==> src/logic/ees_map.vh <==
// Purpose: Constants for the nonvolatile configuration store block
// Assumes: 200 MHz system clock
// Notes:   Included by the store controller and its SECDED codec
`ifndef EES_MAP_VH
`define EES_MAP_VH

// Command index and command codes
`define EES_CMD_INDEX      4'hF
`define EES_CODE_UNLOCK    8'h29
`define EES_CODE_PROGRAM   8'hD6
`define EES_CODE_REFRESH   8'h73

// Health flag layout
`define EES_FAULT_BIT      7
`define EES_HEALTH_INDEX   4'h1
`define EES_HEALTH_RESET   8'h00

// Word geometry
`define EES_DATA_W         16
`define EES_CODE_W         22
`define EES_WORDS          8
`define EES_ADDR_W         3

// Last word index and reset contents of shadows and store
`define EES_LAST_WORD      3'h7
`define EES_WORD_RESET     16'h0000
`define EES_CODE_RESET     22'h000000

// Program time in microseconds and cycles at 200 MHz
`define EES_PROG_US        25000
`define EES_CLK_MHZ        200
`define EES_PROG_CYC       (`EES_PROG_US * `EES_CLK_MHZ)
`define EES_PROG_LOAD      (`EES_PROG_CYC - 1)

`endif

==> src/logic/ees_store.v <==
// Purpose: Nonvolatile configuration store with SECDED, unlock, program, refresh
// Assumes: Index writes arrive as one-cycle strobes, synchronous to sys_clk
// Notes:   Store array is modelled as registers; program takes a fixed time
`include "ees_map.vh"

// Overview of operation
// - Refresh code reloads shadows from store
// - Store failure sets fault flag bit seven
// - Words are 16 bits with SECDED
// - Check bits at power-of-two positions
// - Check bit k covers positions with bit k
// - Syndrome points at bit to invert
// - Double error keeps shadow word unchanged
// - Program and refresh need prior unlock
module ees_store (
	// Clock and reset
	input  wire        sys_clk,
	input  wire        rst_n,
	// Shadow word write port
	input  wire        shadow_wr,
	input  wire [2:0]  shadow_addr,
	input  wire [15:0] shadow_wdata,
	// Command byte write to the command index
	input  wire        cmd_wr,
	input  wire [3:0]  cmd_index,
	input  wire [7:0]  cmd_code,
	// Health flag read at index one
	input  wire        health_rd,
	output reg  [7:0]  health_flags,
	// Shadow readback
	input  wire [2:0]  rd_addr,
	output reg  [15:0] rd_data,
	// Status
	output wire        busy,
	output reg         unlocked,
	output reg         corrected,
	// Fault injection into stored words, for test of the store itself
	input  wire        inject_wr,
	input  wire [2:0]  inject_addr,
	input  wire [21:0] inject_mask
);

	// Controller states
	localparam ST_IDLE = 2'b00;
	localparam ST_PROG = 2'b01;
	localparam ST_REFR = 2'b10;

	// Sequencer state, program timer and the word pointer both phases walk
	reg [1:0]  state;
	reg [1:0]  next_state;
	reg [31:0] timer;
	reg [2:0]  idx;
	reg [2:0]  next_idx;

	// Host-visible shadow words and the protected store behind them
	reg [15:0] shadow [0:7];
	reg [21:0] store  [0:7];

	// Codec results and command decode
	wire [21:0] enc_code;
	wire [15:0] dec_data;
	wire        dec_single;
	wire        dec_double;
	wire        is_cmd;
	wire        take_cmd;
	wire        go_prog;
	wire        go_refr;
	wire        last_word;
	wire        host_access;

	// True when a command byte carries the wanted code
	function code_hit;
		input [7:0] code;
		input [7:0] want;
		begin
			code_hit = (code == want);
		end
	endfunction

	// Encode the word under program, decode the word under refresh
	ees_secded u_codec (
		.enc_data   (shadow[idx]),
		.enc_code   (enc_code),
		.dec_code   (store[idx]),
		.dec_data   (dec_data),
		.dec_single (dec_single),
		.dec_double (dec_double)
	);

	// Commands are taken only while idle, so a busy store neither acts nor relocks
	assign is_cmd      = cmd_wr && (cmd_index == `EES_CMD_INDEX);
	assign take_cmd    = is_cmd && (state == ST_IDLE);
	assign go_prog     = take_cmd && unlocked && code_hit(cmd_code, `EES_CODE_PROGRAM);
	assign go_refr     = take_cmd && unlocked && code_hit(cmd_code, `EES_CODE_REFRESH);
	assign last_word   = (idx == `EES_LAST_WORD);
	assign host_access = (state == ST_IDLE);
	assign busy        = !host_access;

	// Next state: program holds for the full write time, refresh visits each word once
	always @* begin
		next_state = state;
		case (state)
			ST_IDLE: begin
				if (go_prog)
					next_state = ST_PROG;
				else if (go_refr)
					next_state = ST_REFR;
			end
			ST_PROG: begin
				if (timer == 32'h0000_0000)
					next_state = ST_IDLE;
			end
			ST_REFR: begin
				if (last_word)
					next_state = ST_IDLE;
			end
			default: begin
				next_state = ST_IDLE;
			end
		endcase
	end

	// Word pointer: parked at zero while idle, one step per cycle while busy
	// During the long program it wraps and rewrites the same codewords, which is harmless
	always @* begin
		if (host_access)
			next_idx = 3'h0;
		else
			next_idx = idx + 3'h1;
	end

	// State and word pointer registers
	always @(posedge sys_clk or negedge rst_n) begin
		if (!rst_n) begin
			state <= ST_IDLE;
			idx   <= 3'h0;
		end else begin
			state <= next_state;
			idx   <= next_idx;
		end
	end

	// Program timer: reloaded while idle, counts down to zero while programming
	always @(posedge sys_clk or negedge rst_n) begin
		if (!rst_n) begin
			timer <= 32'h0000_0000;
		end else if (host_access) begin
			timer <= `EES_PROG_LOAD;
		end else if (state == ST_PROG && timer != 32'h0000_0000) begin
			timer <= timer - 32'h0000_0001;
		end
	end

	// Unlock latch: set by the unlock code, cleared by any other command code taken after it
	always @(posedge sys_clk or negedge rst_n) begin
		if (!rst_n) begin
			unlocked <= 1'b0;
		end else if (take_cmd) begin
			unlocked <= code_hit(cmd_code, `EES_CODE_UNLOCK);
		end
	end

	// Protected store: program writes one codeword per cycle, inject flips bits for test
	// The model clears it at reset so that every word starts as a valid zero codeword
	integer j;
	always @(posedge sys_clk or negedge rst_n) begin
		if (!rst_n) begin
			for (j = 0; j < 8; j = j + 1) begin
				store[j] <= `EES_CODE_RESET;
			end
		end else if (state == ST_PROG) begin
			store[idx] <= enc_code;
		end else if (host_access && inject_wr) begin
			store[inject_addr] <= store[inject_addr] ^ inject_mask;
		end
	end

	// Shadow words: host writes while idle, refresh reloads the corrected contents
	// A word with a double error keeps its old value instead of taking bad data
	integer w;
	always @(posedge sys_clk or negedge rst_n) begin
		if (!rst_n) begin
			for (w = 0; w < 8; w = w + 1) begin
				shadow[w] <= `EES_WORD_RESET;
			end
		end else if (host_access && shadow_wr) begin
			shadow[shadow_addr] <= shadow_wdata;
		end else if (state == ST_REFR && !dec_double) begin
			shadow[idx] <= dec_data;
		end
	end

	// Sticky flag: a refresh repaired at least one single-bit error
	always @(posedge sys_clk or negedge rst_n) begin
		if (!rst_n) begin
			corrected <= 1'b0;
		end else if (state == ST_REFR && dec_single) begin
			corrected <= 1'b1;
		end
	end

	// Health flags: fault set on double error, cleared by read, set wins
	always @(posedge sys_clk or negedge rst_n) begin
		if (!rst_n) begin
			health_flags <= `EES_HEALTH_RESET;
		end else if (state == ST_REFR && dec_double) begin
			health_flags[`EES_FAULT_BIT] <= 1'b1;
		end else if (health_rd) begin
			health_flags <= `EES_HEALTH_RESET;
		end
	end

	// Registered shadow readback
	always @(posedge sys_clk or negedge rst_n) begin
		if (!rst_n)
			rd_data <= 16'h0000;
		else
			rd_data <= shadow[rd_addr];
	end

endmodule

==> src/logic/ees_secded.v <==
// Purpose: SECDED encoder and decoder for one 16-bit stored word
// Assumes: Purely combinational, used by the store controller
// Notes:   Codeword bit 0 is overall parity, bits 1..21 are Hamming positions
`include "ees_map.vh"

module ees_secded (
	// Encoder side
	input  wire [15:0] enc_data,
	output reg  [21:0] enc_code,
	// Decoder side
	input  wire [21:0] dec_code,
	output reg  [15:0] dec_data,
	output reg         dec_single,
	output reg         dec_double
);

	// Position of data bit i within the 21-position codeword
	function [4:0] data_pos;
		input integer i;
		integer p;
		integer n;
		begin
			n = 0;
			data_pos = 5'h00;
			for (p = 1; p <= 21; p = p + 1) begin
				if ((p & (p - 1)) != 0) begin
					if (n == i)
						data_pos = p[4:0];
					n = n + 1;
				end
			end
		end
	endfunction

	// Loop counters, one pair per process so neither process drives the other's
	integer ei;
	integer ek;
	integer di;
	integer dk;
	reg [21:1] pos;
	reg [21:1] fix;
	reg [4:0]  syn;
	reg        ovr;

	// Encoder: place data, then check bits, then overall parity
	always @* begin
		pos = 21'h000000;
		for (ei = 0; ei < 16; ei = ei + 1)
			pos[data_pos(ei)] = enc_data[ei];
		for (ek = 0; ek < 5; ek = ek + 1) begin
			for (ei = 1; ei <= 21; ei = ei + 1)
				if (((ei >> ek) & 1) == 1 && ei != (1 << ek))
					pos[1 << ek] = pos[1 << ek] ^ pos[ei];
		end
		enc_code = {pos, ^pos};
	end

	// Decoder: syndrome, overall parity, correction
	always @* begin
		fix = dec_code[21:1];
		syn = 5'h00;
		for (dk = 0; dk < 5; dk = dk + 1)
			for (di = 1; di <= 21; di = di + 1)
				if (((di >> dk) & 1) == 1)
					syn[dk] = syn[dk] ^ fix[di];
		ovr = ^dec_code;
		dec_single = (syn != 5'h00) && ovr;
		dec_double = (syn != 5'h00) && !ovr;
		if (dec_single && syn <= 5'h15)
			fix[syn] = ~fix[syn];
		for (di = 0; di < 16; di = di + 1)
			dec_data[di] = fix[data_pos(di)];
	end

endmodule

==> config.mk <==
export PLATFORM = sky130hd
export DESIGN_NAME = ees_store
export DESIGN_NICKNAME = d
export VERILOG_FILES = /design/src/logic/ees_store.v /design/src/logic/ees_secded.v
export VERILOG_INCLUDE_DIRS = /design/src /design/src/logic
export SDC_FILE = /design/constraint.sdc
export NUM_CORES = 1
export LEC_CHECK = 0
export BUFFER_PORTS_ARGS = -buffer_cell sky130_fd_sc_hd__buf_4
export CAP_MARGIN = 10
export CORE_UTILIZATION = 38
export CTS_CLUSTER_SIZE = 40
export DETAILED_ROUTE_END_ITERATION = 6
export GPL_TIMING_DRIVEN = 0
export PLACE_DENSITY = 0.55
export SLEW_MARGIN = 10
export SYNTH_ARGS = -nofsm -noshare
export SYNTH_HDL_FRONTEND = slang
export SYNTH_HIERARCHICAL = 1
export SYNTH_SLANG_ARGS = --single-unit
==> constraint.sdc <==
create_clock -name sys_clk -period 4.97 [get_ports sys_clk]
set_input_delay 0.497 -clock sys_clk [delete_from_list [all_inputs] [get_ports sys_clk]]
set_output_delay 0.497 -clock sys_clk [all_outputs]
set_load 0.02 [all_outputs]
==> metrics, run 1 <==
status=finished, violations left; failing checks=negative setup slack; Synth top area share=0.411; Final GP Congestion=slightly below 1; clk sinks=between 300 and 400; EDFF count, synth=0; sw power=6.00 mW; CTS root buf=clkbuf_16; Pre-Repair DR Iteration Count=6; Max Cap Viol=0; site row count=87; Yosys top cell by area=dfrtp_1; worst-skew pair later-pin latency=600 ps; detailed placer's ending HPWL=between 60 and 70 mm; Netlist cell types=91; Clk pwr share=0.233; P_int=between 8 and 9 mW; WS Path Type=reg2reg; async set or reset register ratio after synthesis=1.00; GRT Residual Overflow=0; post-route antenna net violation count=0; DRC Markers=0; #FFs+latches synth=between 300 and 400; P&R area growth vs syn=19.5%; worst path cell trace=and3_2 > clkbuf_4 > buf_4 > a22oi_1 > nand4_1 > buf_4 > buf_4 > xnor2_2 > xnor3_1 > xnor2_2 > xnor2_2 > buf_6 > nand3_1 > nand2_1 > a21oi_2 > nor3b_4 > buf_8 > a21oi_4 > a22oi_1 > o21ai_0; Core Footprint=between 0.05 and 0.06 mm²; Clock Skews=between 20 and 25 ps; Vert. Die Dim=around 240 µm; top post-synthesis cells by area=dfrtp_1 41%, a22oi_1 10%, mux4_2 6.5%; die area=0.0587 mm²; f_max=0.200 GHz; Final #Nets=2427; register area share after synthesis=0.411; slowest cell on the critical path=a21oi_4; fin crit share=1.01; mean area per synthesized cell=between 10 and 15 µm²; largest net degree at the start of global routing=103; Final min period=approximately 5000 ps; worst stage delay on the critical path=680 ps; Worst EP required=around 5500 ps; PwrDens=560 mW/mm²; Synth warnings=6; final cell count without fillers=3147; Die X-Extent=between 200 and 250 µm; Leak=around 10 nW; Critical Path Sink Type=flop; # placed instances=about 3.0k; Initial Utilization=0.387; # diodes=0; most frequent cell after synthesis=dfrtp_1; detailed router's first-iteration violation count=about 3.3k; Via density=roughly 7; Mapped Area=~0.022 mm²; sequential power share=0.280; TritonCTS Buffers=between 40 and 50; routed vias=between 20k and 25k; Final setup violation count=4; Area after DPL=between 0.02 and 0.025 mm²; final worst slack=-29.2 ps; Top FF cell, synth=dfrtp_1; routed len/inst=32.1 µm; final WL=roughly 100 mm; initial antenna violation count=0; Max Slew Vio Count=0; vias in the first global route=roughly 21k; Hold Crit Class=in2reg; CP startpoint kind=flop; Overall Power=between 10 and 15 mW; Worst VDD drop=567 µV; # port buffers=63; clock buffer depth=3; IO Count=92; Crit Path Max Fanout=16; CTS tree=yes; CTS clock-pin slew for the worst setup and hold paths=roughly 60 ps; first-pass GRT wire length=146 mm; relative slew slack=0.133; top cells by count, synth=360 x dfrtp_1, 300 x a22oi_1, 234 x o21ai_0, 181 x nand2_1, 144 x clkbuf_1; Sw Ratio=0.409; Arrival @ worst endpoint=5500 ps; setup TNS=-45.7 ps; post-route cell area=around 0.026 mm²; H-tree Lvls=2; Fin. Hold Viols=0; cells after synthesis=about 2.2k; share of cells above drive strength 1=0.202; Comb pwr share=0.487; pre-CTS setup slack=-3050 ps; Slew @ Worst Pin=around 1300 ps; Total Routing Usage GR=0.338
==> critical path: cells and delay by family (launching register included) <==
family	cells	cell delay [ps]
AOI/OAI and AO/OA	5	1440
and+or+nand+nor	5	750
buffers and inverters	6	1320
xor gates and xnor gates	4	910
DFF	1	420
==> state kept, by name, summed over array words and instances (netlist names) <==
| register | flops |
|---|---|
| shadow | 128 |
| idx | 3 |
| timer | 32 |
| state | 2 |
| corrected | 1 |
| health_flags | 1 |
| rd_data | 16 |
| unlocked | 1 |
| store | 176 |
==> per-layer routing <==
layer	track usage	wire length [µm]
met4	0.184	6010
met3	0.107	14000
met1	0.453	38900
met2	0.481	42200
met5	0	0
==> stage by stage <==
step / hold WS [ps] / util
5_1_grt: 88.4 / 0.462
2_1_floorplan: 201 / -
6_report: 86.4 / 0.462
4_1_cts: 60.3 / 0.456
3_3_place_gp: 445 / 0.412
3_5_place_dp: 454 / 0.415
==> power groups by stage <==
stage               registers (mW)  logic, mW  clock network (mW)
floorplan                     3.97       4.38                   0
global placement              4.10       5.87                   0
detailed placement            4.10       5.96                   0
CTS                           4.07       6.40                3.45
global route                  4.16       7.50                3.56
finish                        4.11       7.15                3.42
==> logic make-up (layout without fill, tap and decap cells) <==
kind of cell,count (synthesis),in the layout,synth area share
flip-flops,360,360,0.411
adder cells (fa/ha/maj),3,3,0.00171
AND/OR/NAND/NOR,482,482,0.114
XOR/XNOR,136,136,0.0626
AO/OA/AOI/OAI,814,814,0.258
buffers and inverters,227,436,0.0447
other,1,7,0.000171
multiplexers,153,153,0.108
==> area by class of cell <==
type	count	area, µm²
Inverter	18	67.6
Clock inverter	17	198
Multi-Input combinational cell	1595	12400
Buffer	204	1240
Timing Repair Buffer	136	1100
Fill cell	5367	30500
Clock buffer	61	1300
Sequential cell	360	9010
Tap cell	756	946
==> worst paths after layout <==
path,cells past startpoint,start,endpoint,slack (ps)
hold reg to reg,1,corrected,corrected,470
max in group asynchronous,3,rst_n,shadow[54],3420
setup / recovery,20,idx[0],shadow[40],-30
setup reg to reg,20,idx[0],shadow[40],-30
min in group asynchronous,2,rst_n,store[94],520
hold / removal,2,health_rd,health_flags[7],90
==> layout by cell type, fill, tap and decap left out, types with 11 or more instances in the layout <==
master     instances
nand4_1           47
o21a_1            28
buf_4            157
o31ai_1           19
mux2_2            29
o21ai_0          224
nor2b_1           17
buf_1             21
clkbuf_16         46
a221o_1           24
a31oi_1           15
dfrtp_1          357
a32oi_1           33
o211ai_1          15
nor2_1            72
inv_1             17
clkbuf_1          94
buf_6             15
xnor2_1           54
o2bb2ai_1         11
a21oi_1           26
buf_2             12
a221oi_1          11
clkbuf_4          16
nor4_1            11
o221ai_1          31
mux2i_1           55
nand3_1           33
nand2b_1          15
mux4_2            63
xnor2_2           11
clkbuf_8          22
nand2_1          181
and2_1            13
xor2_1            53
nor3_1            16
a22oi_1          300
==> what timing repair did <==
item / in CTS / in global routing
pin swaps: 21 / 9
hold buffers: 1 / 0
buffers inserted: 43 / 20
endpoints found under the hold margin: 85 / 0
gates cloned: 1 / 0
resized for setup: 181 / 55
endpoints found under the setup margin: 176 / 136
(Power assumes the default switching activity.)
==> inputs of run 2 (changes only) <==
--- a/config.mk
+++ b/config.mk
@@ -11,7 +11,7 @@
 export CORE_UTILIZATION = 38
 export CTS_CLUSTER_SIZE = 40
 export DETAILED_ROUTE_END_ITERATION = 6
-export GPL_TIMING_DRIVEN = 0
+export GPL_TIMING_DRIVEN = 1
 export PLACE_DENSITY = 0.55
 export SLEW_MARGIN = 10
 export SYNTH_ARGS = -nofsm -noshare
==> run 2 against run 1 <==
  * The flow finishes with violations (design-rule violations, negative hold slack)
  * Power shrank 1.5%
  * Design area is 3.2% lower
  * Non-clock buffer count is 118 lower
  * Die area unchanged
  * Setup slack better by 240 ps
  * Utilization shrank 1.5 points
  * Fmax rose by 5.1%
  * Largest power group unchanged
==> metrics, run 2 (synthesis results as in run 1) <==
Crit Path Max Fanout=14 (-2); worst path cell trace=and3b_2 > buf_4 > a22oi_1 > nand4_1 > buf_4 > xor2_2 > xnor3_2 > xor2_4 > mux4_2 > nor4_4 > a31o_1 > nand2_1 > o21ai_0; CP startpoint kind=flop; Final GP Congestion=0.927 (-4.9%); Clock Skews=24.9 ps (+3.85 ps); final cell count without fillers=3028 (-3.8%); Critical Path Sink Type=flop; # port buffers=84 (+33%); CTS clock-pin slew for the worst setup and hold paths=60 ps (about the same); WS Path Type=reg2reg; die area=0.0587 mm² (unchanged); f_max=0.210 GHz (+5.1%); routed vias=20.4k (-6.3%); max reg flops=176 (unchanged); post-route antenna net violation count=0 (unchanged); final WL=89.1 mm (-12%); Initial Utilization=0.387 (unchanged); initial antenna violation count=3 (+3); H-tree Lvls=2 (unchanged); GRT Residual Overflow=0 (unchanged); Largest Register=store; clk sinks=360 (unchanged); CTS root buf=clkbuf_16; Total Routing Usage GR=0.299 (-0.0390); CTS tree=yes; detailed router's first-iteration violation count=2756 (-16%); DRC Markers=7 (+7); largest net degree at the start of global routing=109 (+5.8%); fin crit share=0.957 (-0.0492); IO Count=92 (unchanged); failing checks=design-rule violations, negative hold slack; # hold bufs at CTS=0 (-1); Die X-Extent=242 µm (unchanged); Via density=6.74 (-2.6%); commonest non-fill, non-tap cell in the layout=dfrtp_1; share of cells above drive strength 1=0.195 (-0.00736); worst hold margin=-68.9 ps (-155 ps); Final #Nets=2309 (-4.9%); Final setup violation count=0 (-4); vias in the first global route=20.0k (-5.3%); status=finished, violations left; worst stage delay on the critical path=600 ps (-80 ps); setup TNS=0 ps (+45.7 ps); routed len/inst=29.4 µm (-8.4%); worst-skew pair later-pin latency=590 ps (about the same); TritonCTS Buffers=44 (unchanged); slowest cell on the critical path=dfrtp_1; P&R area growth vs syn=15.7%; PwrDens=569 mW/mm² (+1.7%); Max Slew Vio Count=0 (unchanged); clock buffer depth=3 (unchanged); # placed instances=2950 (-2.0%); most frequent cells in the layout=360 x dfrtp_1, 300 x a22oi_1, 227 x o21ai_0; Final min period=4750 ps (-245 ps); Core Util, Final=0.448 (-0.0147); Slew @ Worst Pin=1300 ps (+0.149 ps); Arrival @ worst endpoint=5240 ps (-260 ps); crit-path most repeated cell=buf_4; unrepaired setup endpoints after global routing=no; site row count=87 (unchanged); Leak=10.2 nW (-2.8%); Pre-Repair DR Iteration Count=7 (+1); Worst VDD drop=481 µV (-15%); Max Cap Viol=0 (unchanged); detailed placer's ending HPWL=58.7 mm (-13%); Vert. Die Dim=242 µm (unchanged); Worst EP required=5460 ps (-20 ps); Core Footprint=0.0567 mm² (unchanged); Fin. Hold Viols=25 (+25); relative slew slack=0.133 (about the same); largest registers=store (176), shadow (128), timer (32); first-pass GRT wire length=133 mm (-9.0%); Hold Crit Class=in2async; Overall Power=14.5 mW (-1.5%); # fillers=5342 (-0.47%)
==> run 2: changes by cell type in the layout (fill, tap and decap cells not counted), moves of 10 or more <==
cell / change
xnor2_1: +10
buf_4: +51
clkbuf_1: -86
clkbuf_4: -16
buf_1: -21
buf_12: +13
buf_2: -12
clkbuf_8: -11
buf_6: -15
==> run 2: layout make-up <==
type | instances | area (µm²) | share of cell area
Clock buffer | 64 | 1310 | 0.0515
Tap cell | 756 | 946 | 0.0373
Antenna cell | 1 | 2.50 | 0.0000986
Sequential cell | 360 | 9010 | 0.355
Clock inverter | 12 | 144 | 0.00567
Timing Repair Buffer | 222 | 1840 | 0.0723
Multi-Input combinational cell | 1595 | 12100 | 0.476
Inverter | 18 | 67.6 | 0.00266
==> run 2: worst max-delay path: cells and delay by family, from the launching register on <==
| kind | cells | cell delay (ps) |
|---|---|---|
| AOI/OAI and AO/OA | 3 | 750 |
| xor gates and xnor gates | 3 | 1070 |
| buffers and inverters | 2 | 490 |
| DFF | 1 | 600 |
| muxes | 1 | 600 |
| and+or+nand+nor | 4 | 1150 |
==> run 2: stage by stage <==
step,hold WS (ps),setup slack (ps),cell area [µm²]
global route,44.9,10.8,25400
floorplan,201,84.6,22000
finish,-68.9,215,25400
CTS,9.89,119,25400
detailed placement,458,141,23900
global placement,457,300,23900
==> run 2: path summary, 6_finish.rpt <==
| path | endpoint | slack [ps] | startpoint | depth (start not counted) |
|---|---|---|---|---|
| max | shadow[48] | 220 | idx[2] | 13 |
| min | store[161] | -70 | rst_n | 1 |
| max reg2reg | shadow[48] | 220 | idx[2] | 13 |
| min reg2reg | corrected | 470 | corrected | 1 |
| max in group asynchronous | shadow[1] | 3840 | rst_n | 2 |
| min in group sys_clk | health_flags[7] | 110 | health_rd | 2 |
==> run 2: what timing repair did <==
action | CTS | global route
setup endpoints to repair | 0 | 128
gates resized for setup | 0 | 1
setup buffers | 0 | 1
==> run 2: layer usage <==
metal  part of all wire  GRT usage  vias up  routed length [µm]
met1               0.41      0.419    10201               36500
met5                  0          0        -                   0
li1                   -          -     8525                   -
met4              0.041      0.126        0                3640
met3               0.12     0.0772      258               10600
met2               0.43      0.434     1428               38400
==> run 2: report_power, final <==
part           leakage (nW)  internal, mW  switching [mW]
registers              4.48          3.55           0.623
clock network         0.714          1.97            1.34
logic                  5.01          3.06            3.93
